### src/verilog/ttrb_pkg.sv
/*
  Shared constants for the temperature and test register bank: register
  addresses, field positions, reset values and timing counts.
  Assumes a single 20 MHz reference clock in the device.
  // Behaviour
  // - writing one to trigger bit starts conversion; trigger bit always reads zero
  // - conversion-active bit stays one for the whole conversion
  // - conversion-active bit clears as soon as the conversion finishes
  // - receiver unavailable while converting; host waits for active bit to clear
  // - result is 8-bit read-only, minus one degree per count, needs calibration
  // - lna register: 0x1b normal, 0x2d high sensitivity, resets to 0x1b
  // - fading margin: 0x00 normal, 0x20 with low-index afc, 0x30 without
  // - with low-index afc on, offset equals register value times 488 Hz
  // - internal reset at power-up, and reset pin resets at any time
*/
package ttrb_pkg;
  localparam logic [6:0] ADDR_TEMP_CTRL = 7'h4e;
  localparam logic [6:0] ADDR_TEMP_RESULT = 7'h4f;
  localparam logic [6:0] ADDR_LNA = 7'h58;
  localparam logic [6:0] ADDR_PA_TRIM_A = 7'h5a;
  localparam logic [6:0] ADDR_PA_TRIM_B = 7'h5c;
  localparam logic [6:0] ADDR_FADING = 7'h6f;
  localparam logic [6:0] ADDR_AFC_OFFSET = 7'h71;

  localparam int TRIG_BIT = 3;
  localparam int ACTIVE_BIT = 2;
  localparam logic [1:0] CTRL_LOW_BITS = 2'h1;

  localparam logic [7:0] RST_LNA = 8'h1b;
  localparam logic [7:0] LNA_HIGH_SENS = 8'h2d;
  localparam logic [7:0] RST_PA_TRIM_A = 8'h55;
  localparam logic [7:0] RST_PA_TRIM_B = 8'h70;
  localparam logic [7:0] RST_FADING = 8'h30;
  localparam logic [7:0] RST_AFC_OFFSET = 8'h00;
  localparam logic [7:0] RST_RESULT = 8'h00;

  localparam int REF_CLK_MHZ = 20;
  localparam int TEMP_CONV_TIME_US = 100;
  localparam int TEMP_CONV_CYCLES = TEMP_CONV_TIME_US * REF_CLK_MHZ;
  localparam int STARTUP_TIME_US = 1000;
  localparam int STARTUP_CYCLES = STARTUP_TIME_US * REF_CLK_MHZ;
  localparam int CLK_OUT_HALF_CYCLES = 2;
  localparam logic [16:0] AFC_STEP_HZ = 17'h001e8;
endpackage

### src/verilog/ttrb_temp_conv.sv
/*
  Temperature conversion sequencer: runs a fixed-length conversion on a
  start pulse and captures the sensor code at its end.
  Assumes sensor_code is already synchronised to ref_clk.
*/
`timescale 1ns/10ps
module ttrb_temp_conv
(
  input wire logic ref_clk,
  input wire logic nrst,
  input wire logic soft_rst,
  input wire logic start,
  input wire logic [7:0] sensor_code,
  output logic active,
  output logic [7:0] result
);
  logic [11:0] count;

  always_ff @(posedge ref_clk or negedge nrst)
  begin
    if (!nrst)
    begin
      active <= 1'b0;
      count <= 12'h000;
    end
    else if (soft_rst)
    begin
      active <= 1'b0;
      count <= 12'h000;
    end
    else if (start && !active)
    begin
      active <= 1'b1;
      count <= 12'(ttrb_pkg::TEMP_CONV_CYCLES - 1);
    end
    else if (active)
    begin
      if (count == 12'h000)
        active <= 1'b0;
      else
        count <= count - 12'h001;
    end
  end

  always_ff @(posedge ref_clk or negedge nrst)
  begin
    if (!nrst)
      result <= ttrb_pkg::RST_RESULT;
    else if (soft_rst)
      result <= ttrb_pkg::RST_RESULT;
    else if (active && count == 12'h000)
      result <= sensor_code;
  end
endmodule

### src/verilog/ttrb_bank.sv
/*
  Temperature and test register bank with its spi slave, reset pin
  handling and clock output start-up gate.
  Assumes spi mode 0, first byte = write flag plus 7-bit address, then
  data bytes with auto-incrementing address; pins are asynchronous.
*/
`timescale 1ns/10ps
module ttrb_bank
#(
  parameter int STARTUP_CYCLES = ttrb_pkg::STARTUP_CYCLES
)
(
  input wire logic ref_clk,
  input wire logic nrst,
  input wire logic reset_pin,
  input wire logic spi_nss,
  input wire logic spi_sck,
  input wire logic spi_mosi,
  output logic spi_miso,
  output logic spi_miso_oe,
  input wire logic [7:0] sensor_code_pin,
  input wire logic low_index_afc_enable,
  output logic [7:0] lna_gain_select,
  output logic high_sensitivity,
  output logic [7:0] pa_high_power_trim_a,
  output logic [7:0] pa_high_power_trim_b,
  output logic [7:0] fading_margin_setting,
  output logic [7:0] low_index_freq_offset,
  output logic [16:0] afc_offset_hz,
  output logic temp_conversion_active,
  output logic rx_inhibit,
  output logic clock_output_pin
);
  logic [1:0] rst_sync;
  logic [2:0] nss_sync;
  logic [2:0] sck_sync;
  logic [1:0] mosi_sync;
  logic [7:0] code_s1;
  logic [7:0] code_s2;
  logic soft_rst;
  logic sck_rise;
  logic sck_fall;
  logic nss_high;
  logic [2:0] bit_cnt;
  logic [7:0] rx_shift;
  logic [7:0] tx_shift;
  logic [7:0] rx_byte;
  logic have_addr;
  logic wnr;
  logic [6:0] addr;
  logic byte_done;
  logic [6:0] next_addr;
  logic wr_en;
  logic conv_start;
  logic [7:0] temp_reading;
  logic [$clog2(STARTUP_CYCLES + 1) - 1:0] startup_cnt;
  logic ready;
  logic [1:0] div_cnt;

  function automatic logic [7:0] read_reg(input logic [6:0] a);
    unique case (a)
      // trigger bit reads zero; unused bits read defaults
      ttrb_pkg::ADDR_TEMP_CTRL:
        read_reg = {4'h0, 1'b0, temp_conversion_active, ttrb_pkg::CTRL_LOW_BITS};
      ttrb_pkg::ADDR_TEMP_RESULT: read_reg = temp_reading;
      ttrb_pkg::ADDR_LNA: read_reg = lna_gain_select;
      ttrb_pkg::ADDR_PA_TRIM_A: read_reg = pa_high_power_trim_a;
      ttrb_pkg::ADDR_PA_TRIM_B: read_reg = pa_high_power_trim_b;
      ttrb_pkg::ADDR_FADING: read_reg = fading_margin_setting;
      ttrb_pkg::ADDR_AFC_OFFSET: read_reg = low_index_freq_offset;
      default: read_reg = 8'h00;
    endcase
  endfunction

  // pin synchronisers
  always_ff @(posedge ref_clk or negedge nrst)
  begin
    if (!nrst)
    begin
      rst_sync <= 2'h0;
      nss_sync <= 3'h7;
      sck_sync <= 3'h0;
      mosi_sync <= 2'h0;
      code_s1 <= 8'h00;
      code_s2 <= 8'h00;
    end
    else
    begin
      rst_sync <= {rst_sync[0], reset_pin};
      nss_sync <= {nss_sync[1:0], spi_nss};
      sck_sync <= {sck_sync[1:0], spi_sck};
      mosi_sync <= {mosi_sync[0], spi_mosi};
      code_s1 <= sensor_code_pin;
      code_s2 <= code_s1;
    end
  end

  // power-up via nrst, reset pin at any time
  assign soft_rst = rst_sync[1];
  assign nss_high = nss_sync[1];
  assign sck_rise = !nss_high && sck_sync[1] && !sck_sync[2];
  assign sck_fall = !nss_high && !sck_sync[1] && sck_sync[2];
  assign rx_byte = {rx_shift[6:0], mosi_sync[1]};
  assign byte_done = sck_rise && bit_cnt == 3'h7;
  assign next_addr = have_addr ? addr + 7'h01 : rx_byte[6:0];
  assign wr_en = byte_done && have_addr && wnr;

  // spi frame: address byte then data bytes
  always_ff @(posedge ref_clk or negedge nrst)
  begin
    if (!nrst)
    begin
      bit_cnt <= 3'h0;
      rx_shift <= 8'h00;
      have_addr <= 1'b0;
      wnr <= 1'b0;
      addr <= 7'h00;
    end
    else if (soft_rst || nss_high)
    begin
      bit_cnt <= 3'h0;
      have_addr <= 1'b0;
    end
    else if (sck_rise)
    begin
      bit_cnt <= bit_cnt + 3'h1;
      rx_shift <= rx_byte;
      if (byte_done)
      begin
        have_addr <= 1'b1;
        addr <= next_addr;
        if (!have_addr)
          wnr <= rx_byte[7];
      end
    end
  end

  // read data shifts out msb first on falling clock
  always_ff @(posedge ref_clk or negedge nrst)
  begin
    if (!nrst)
      tx_shift <= 8'h00;
    else if (soft_rst || nss_high)
      tx_shift <= 8'h00;
    else if (byte_done)
      tx_shift <= read_reg(next_addr);
    else if (sck_fall && bit_cnt != 3'h0)
      tx_shift <= {tx_shift[6:0], 1'b0};
  end

  assign spi_miso = tx_shift[7];
  assign spi_miso_oe = !nss_high;

  always_ff @(posedge ref_clk or negedge nrst)
  begin
    if (!nrst)
      lna_gain_select <= ttrb_pkg::RST_LNA;
    else if (soft_rst)
      lna_gain_select <= ttrb_pkg::RST_LNA;
    else if (wr_en && addr == ttrb_pkg::ADDR_LNA)
      lna_gain_select <= rx_byte;
  end

  assign high_sensitivity = lna_gain_select == ttrb_pkg::LNA_HIGH_SENS;

  // amplifier trims, host picks the values
  always_ff @(posedge ref_clk or negedge nrst)
  begin
    if (!nrst)
    begin
      pa_high_power_trim_a <= ttrb_pkg::RST_PA_TRIM_A;
      pa_high_power_trim_b <= ttrb_pkg::RST_PA_TRIM_B;
    end
    else if (soft_rst)
    begin
      pa_high_power_trim_a <= ttrb_pkg::RST_PA_TRIM_A;
      pa_high_power_trim_b <= ttrb_pkg::RST_PA_TRIM_B;
    end
    else if (wr_en)
    begin
      if (addr == ttrb_pkg::ADDR_PA_TRIM_A)
        pa_high_power_trim_a <= rx_byte;
      if (addr == ttrb_pkg::ADDR_PA_TRIM_B)
        pa_high_power_trim_b <= rx_byte;
    end
  end

  always_ff @(posedge ref_clk or negedge nrst)
  begin
    if (!nrst)
      fading_margin_setting <= ttrb_pkg::RST_FADING;
    else if (soft_rst)
      fading_margin_setting <= ttrb_pkg::RST_FADING;
    else if (wr_en && addr == ttrb_pkg::ADDR_FADING)
      fading_margin_setting <= rx_byte;
  end

  always_ff @(posedge ref_clk or negedge nrst)
  begin
    if (!nrst)
      low_index_freq_offset <= ttrb_pkg::RST_AFC_OFFSET;
    else if (soft_rst)
      low_index_freq_offset <= ttrb_pkg::RST_AFC_OFFSET;
    else if (wr_en && addr == ttrb_pkg::ADDR_AFC_OFFSET)
      low_index_freq_offset <= rx_byte;
  end

  // offset in hz, zero when low-index afc is off
  always_ff @(posedge ref_clk or negedge nrst)
  begin
    if (!nrst)
      afc_offset_hz <= 17'h00000;
    else if (low_index_afc_enable)
      afc_offset_hz <= 17'({9'h000, low_index_freq_offset} * ttrb_pkg::AFC_STEP_HZ);
    else
      afc_offset_hz <= 17'h00000;
  end

  // trigger write starts conversion; other bits ignored
  assign conv_start = wr_en && addr == ttrb_pkg::ADDR_TEMP_CTRL && rx_byte[ttrb_pkg::TRIG_BIT];

  ttrb_temp_conv u_conv
  (
    .ref_clk(ref_clk),
    .nrst(nrst),
    .soft_rst(soft_rst),
    .start(conv_start),
    .sensor_code(code_s2),
    .active(temp_conversion_active),
    .result(temp_reading)
  );

  assign rx_inhibit = temp_conversion_active;

  // start-up wait, then clock output runs
  always_ff @(posedge ref_clk or negedge nrst)
  begin
    if (!nrst)
    begin
      startup_cnt <= '0;
      ready <= 1'b0;
    end
    else if (soft_rst)
    begin
      startup_cnt <= '0;
      ready <= 1'b0;
    end
    else if (startup_cnt == ($bits(startup_cnt))'(STARTUP_CYCLES - 1))
      ready <= 1'b1;
    else
      startup_cnt <= startup_cnt + ($bits(startup_cnt))'(1);
  end

  // clock output active only once ready
  always_ff @(posedge ref_clk or negedge nrst)
  begin
    if (!nrst)
    begin
      div_cnt <= 2'h0;
      clock_output_pin <= 1'b0;
    end
    else if (!ready)
    begin
      div_cnt <= 2'h0;
      clock_output_pin <= 1'b0;
    end
    else if (div_cnt == 2'(ttrb_pkg::CLK_OUT_HALF_CYCLES - 1))
    begin
      div_cnt <= 2'h0;
      clock_output_pin <= !clock_output_pin;
    end
    else
      div_cnt <= div_cnt + 2'h1;
  end
endmodule

### config.mk
export PLATFORM = sky130hd
export DESIGN_NAME = ttrb_bank
export DESIGN_NICKNAME = d
export VERILOG_FILES = /design/src/verilog/ttrb_pkg.sv /design/src/verilog/ttrb_temp_conv.sv /design/src/verilog/ttrb_bank.sv
export SDC_FILE = /design/constraint.sdc
export NUM_CORES = 1
export LEC_CHECK = 0
export ABC_AREA = 1
export BUFFER_PORTS_ARGS = -buffer_cell sky130_fd_sc_hd__buf_2
export CAP_MARGIN = 20
export CORE_UTILIZATION = 45
export CTS_BUF_LIST = sky130_fd_sc_hd__clkbuf_16
export DETAILED_ROUTE_END_ITERATION = 12
export SLEW_MARGIN = 20
export SYNTH_ARGS = -nofsm -noshare
export SYNTH_HDL_FRONTEND = slang
export SYNTH_SLANG_ARGS = --single-unit
### constraint.sdc
create_clock -name ref_clk -period 6.73 [get_ports ref_clk]
set_input_delay 0.673 -clock ref_clk [delete_from_list [all_inputs] [get_ports ref_clk]]
set_output_delay 0.673 -clock ref_clk [all_outputs]
set_load 0.01 [all_outputs]
==> results.json <==
{
  "worst_r2r_startpoint": "low_index_freq_offset[1]$_DFFE_PN0P_",
  "area.growth.synth_to_final_pct": 14.8,
  "port-buffer-count": 74,
  "cts-buffers-inserted": 17,
  "yosys_warnings": 0,
  "start_util": 0.459,
  "critPathMaxStageDelay_ns": 0.54,
  "timing.clock.skew_ns": 0.0107,
  "most-common-layout-cells": "sky130_fd_sc_hd__nand2_1 (229), sky130_fd_sc_hd__inv_1 (140), sky130_fd_sc_hd__dfrtp_1 (131), sky130_fd_sc_hd__nand3_1 (86), sky130_fd_sc_hd__o21ai_0 (76)",
  "grt_antenna_before_repair": 0,
  "timing.fmax_ghz": 0.255,
  "syn-cell-area_um2": 7910,
  "site_rows": 48,
  "gp_congestion": 0.878,
  "fp.dieW_um": 135,
  "top_regs": "startup_cnt x15, afc_offset_hz x14, u_conv.count x12",
  "worst-slew-pin-transition_ns": 1.03,
  "rrSetupSlack_ns": 2.81,
  "drtAntennaViolNets": 0,
  "h-tree-depth": 4,
  "cts.sinks": 146,
  "tritoncts": "done",
  "nature_of_the_critical_path_endpoint": "flip-flop",
  "die-height_um": 135,
  "cp_data_required_time_ns": 7.09,
  "cts_hold_buffers": 0,
  "min-delay-path-class": "in -> async",
  "clkTransAtPathRegs_ns": 0.07,
  "dpl-instance-area_um2": 8460,
  "timing.rr.end": "afc_offset_hz[14]$_DFF_PN0_",
  "postRouteWirelength_um": 18300,
  "crit_chain": "inv_1, fa_1, inv_1, fa_1, inv_1, fa_1, inv_1, ha_1, a21oi_1, o21ai_0, a21oi_1, nor2_1, o31ai_1, o21ai_0, a21oi_1",
  "crit_path_top_delay_cell": "sky130_fd_sc_hd__fa_1",
  "slew_viol_final": 0,
  "grt_setup_unrepaired": "no",
  "synth-edff-count": 0,
  "worst_path_most_repeated_cell": "sky130_fd_sc_hd__inv_1",
  "route.detailed.wl_per_inst_um": 14.6,
  "die-area_um2": 18100,
  "timing.max_slew.rel_slack": 0.313,
  "synth-seq-area-share": 0.464,
  "antenna_cells": 0,
  "place.detailed.hpwl_um": 13300,
  "finalSetupViolCount": 0,
  "timing.reg2reg.worst_path_depth": 15,
  "post-route-drc-count": 0,
  "globalRoute.totalOverflow": 0,
  "power-per-cell-area_nw_per_um2": 258,
  "timing.setup.critical_path_class": "reg -> reg",
  "post-route-min-period_ns": 3.92,
  "aggregate_global_route_resource_usage": 0.218,
  "timing.final.crit_share": 0.582,
  "number_of_unique_standard_cell_types_used_by_synthesis": 47,
  "cp-start-kind": "flip-flop",
  "setup_total_negative_slack_ns": 0,
  "synth_flop_cell": "sky130_fd_sc_hd__dfrtp_1",
  "status": "complete, no violations",
  "clk_latency_ns": 0.43,
  "async_reset_ff_frac": 1.00,
  "mostFrequentLayoutCell": "sky130_fd_sc_hd__nand2_1",
  "fin_worst_hold_slack_ns": 0.294,
  "syn-instance-count": 940,
  "cts_root_buf": "sky130_fd_sc_hd__clkbuf_16",
  "post_cts_resize_count": 0,
  "largest_reg_flops": 15,
  "count_of_final_hold_check_violations": 0,
  "peakVddDrop_uv": 191,
  "largest_register_by_flop_count": "startup_cnt",
  "avgViaCountPerCell": 5.02,
  "synth.avg_cell_area_um2": 8.41,
  "fraction_of_layout_cells_with_a_size_suffix_above_1": 0.144,
  "final_design_area_no_fill_um2": 9080,
  "detail_route.first_pass.iterations": 5,
  "route.vias.total": 6291,
  "clock_path_buffers": 2,
  "boundaryPins": 78,
  "power.leakage_nw": 4.75,
  "pin_count_of_the_biggest_net_entering_global_routing": 82,
  "synth.ff_latch_count": 146,
  "cts.repair_timing.setup_buffer_count": 0,
  "critical_path_arrival_ns": 4.28,
  "drt-initial-drc-count": 440,
  "grt_pass1_vias": 5838,
  "critical_path.max_fanout": 7,
  "nFillCells": 1654,
  "design.core.area_um2": 17200,
  "grt_first_pass_wirelength_um": 30100,
  "finalNetCount": 1084,
  "post-route-util": 0.527,
  "max_cap_viol_count": 0
}
==> area by class of cell <==
class                   count  area (um^2)  area share
inverters                 142          533      0.0587
repair buffers             77          399      0.0440
multi-input cells         631         3570       0.394
clock inverters            15          191      0.0211
well taps                 225          282      0.0310
flip-flops and latches    146         3670       0.405
clock buffers              17          425      0.0469
==> stage by stage <==
| stage | std cells | worst slack (ns) | total power, W |
|---|---|---|---|
| 4_1_cts | 1253 | 2.80 | 0.00237 |
| 5_1_grt | 1253 | 2.47 | 0.00247 |
| 3_5_place_dp | 1221 | 2.81 | 0.00137 |
| 2_1_floorplan | 942 | 3.08 | 0.00124 |
| 3_3_place_gp | 1221 | 2.91 | 0.00137 |
| 6_report | 1253 | 2.81 | 0.00235 |
==> logic make-up after synthesis <==
family	synth area share
other	0.000474
AND/OR/NAND/NOR	0.242
AO/OA/AOI/OAI	0.102
adder cells (fa/ha/maj)	0.103
buffers and inverters	0.0845
XOR/XNOR	0.00332
flip-flops	0.464
==> where the power goes <==
group | total (W) | internal (W) | switching [W]
registers | 0.000998 | 0.000948 | 0.0000501
clock network | 0.000992 | 0.000618 | 0.000374
logic | 0.000356 | 0.000122 | 0.000234
==> cells in the mapped netlist (4+ instances only) <==
| master | number | area [um^2] |
|---|---|---|
| sky130_fd_sc_hd__buf_4 | 6 | 45.0 |
| sky130_fd_sc_hd__nand3_1 | 86 | 430 |
| sky130_fd_sc_hd__inv_1 | 138 | 518 |
| sky130_fd_sc_hd__ha_1 | 36 | 450 |
| sky130_fd_sc_hd__dfrtp_1 | 131 | 3280 |
| sky130_fd_sc_hd__a31oi_1 | 4 | 25.0 |
| sky130_fd_sc_hd__nor2_1 | 68 | 255 |
| sky130_fd_sc_hd__nor2_4 | 4 | 45.0 |
| sky130_fd_sc_hd__o21ai_1 | 8 | 40.0 |
| sky130_fd_sc_hd__nand2_1 | 229 | 860 |
| sky130_fd_sc_hd__dfstp_2 | 15 | 394 |
| sky130_fd_sc_hd__fa_1 | 18 | 360 |
| sky130_fd_sc_hd__nor3_1 | 16 | 80.1 |
| sky130_fd_sc_hd__clkbuf_1 | 10 | 37.5 |
| sky130_fd_sc_hd__inv_2 | 4 | 15.0 |
| sky130_fd_sc_hd__a21oi_1 | 35 | 175 |
| sky130_fd_sc_hd__o21ai_0 | 76 | 380 |
| sky130_fd_sc_hd__nand4_1 | 10 | 62.6 |
==> worst max-delay path, delay by kind of cell, from the launching register on <==
kind | cells | cell delay, ns
AO/OA/AOI/OAI | 6 | 1.08
adder cells (fa/ha/maj) | 4 | 1.95
buffers and inverters | 4 | 0.26
flip-flops | 1 | 0.49
AND/OR/NAND/NOR | 1 | 0.06
==> layer usage <==
metal  vias to the layer above  track usage  share of wire
met5                         -            0              0
met4                         0       0.0774          0.021
met3                        30       0.0477          0.053
met2                       162        0.324           0.44
met1                      2927        0.313           0.48
li1                       3172            -              -
==> how the worst max path moves through the flow <==
stage / from / endpoint / slack (ns) / cells after the start
CTS: low_index_freq_offset[2]$_DFFE_PN0P_ / afc_offset_hz[14]$_DFF_PN0_ / 2.80 / 15
global route: low_index_freq_offset[1]$_DFFE_PN0P_ / afc_offset_hz[14]$_DFF_PN0_ / 2.47 / 15
detailed placement: low_index_freq_offset[1]$_DFFE_PN0P_ / afc_offset_hz[14]$_DFF_PN0_ / 2.81 / 15
finish: low_index_freq_offset[1]$_DFFE_PN0P_ / afc_offset_hz[14]$_DFF_PN0_ / 2.81 / 15
global placement: low_index_freq_offset[1]$_DFFE_PN0P_ / afc_offset_hz[14]$_DFF_PN0_ / 2.91 / 15
floorplan: low_index_freq_offset[1]$_DFFE_PN0P_ / afc_offset_hz[14]$_DFF_PN0_ / 3.08 / 15
No activity file was read; power rests on OpenSTA's default activity.
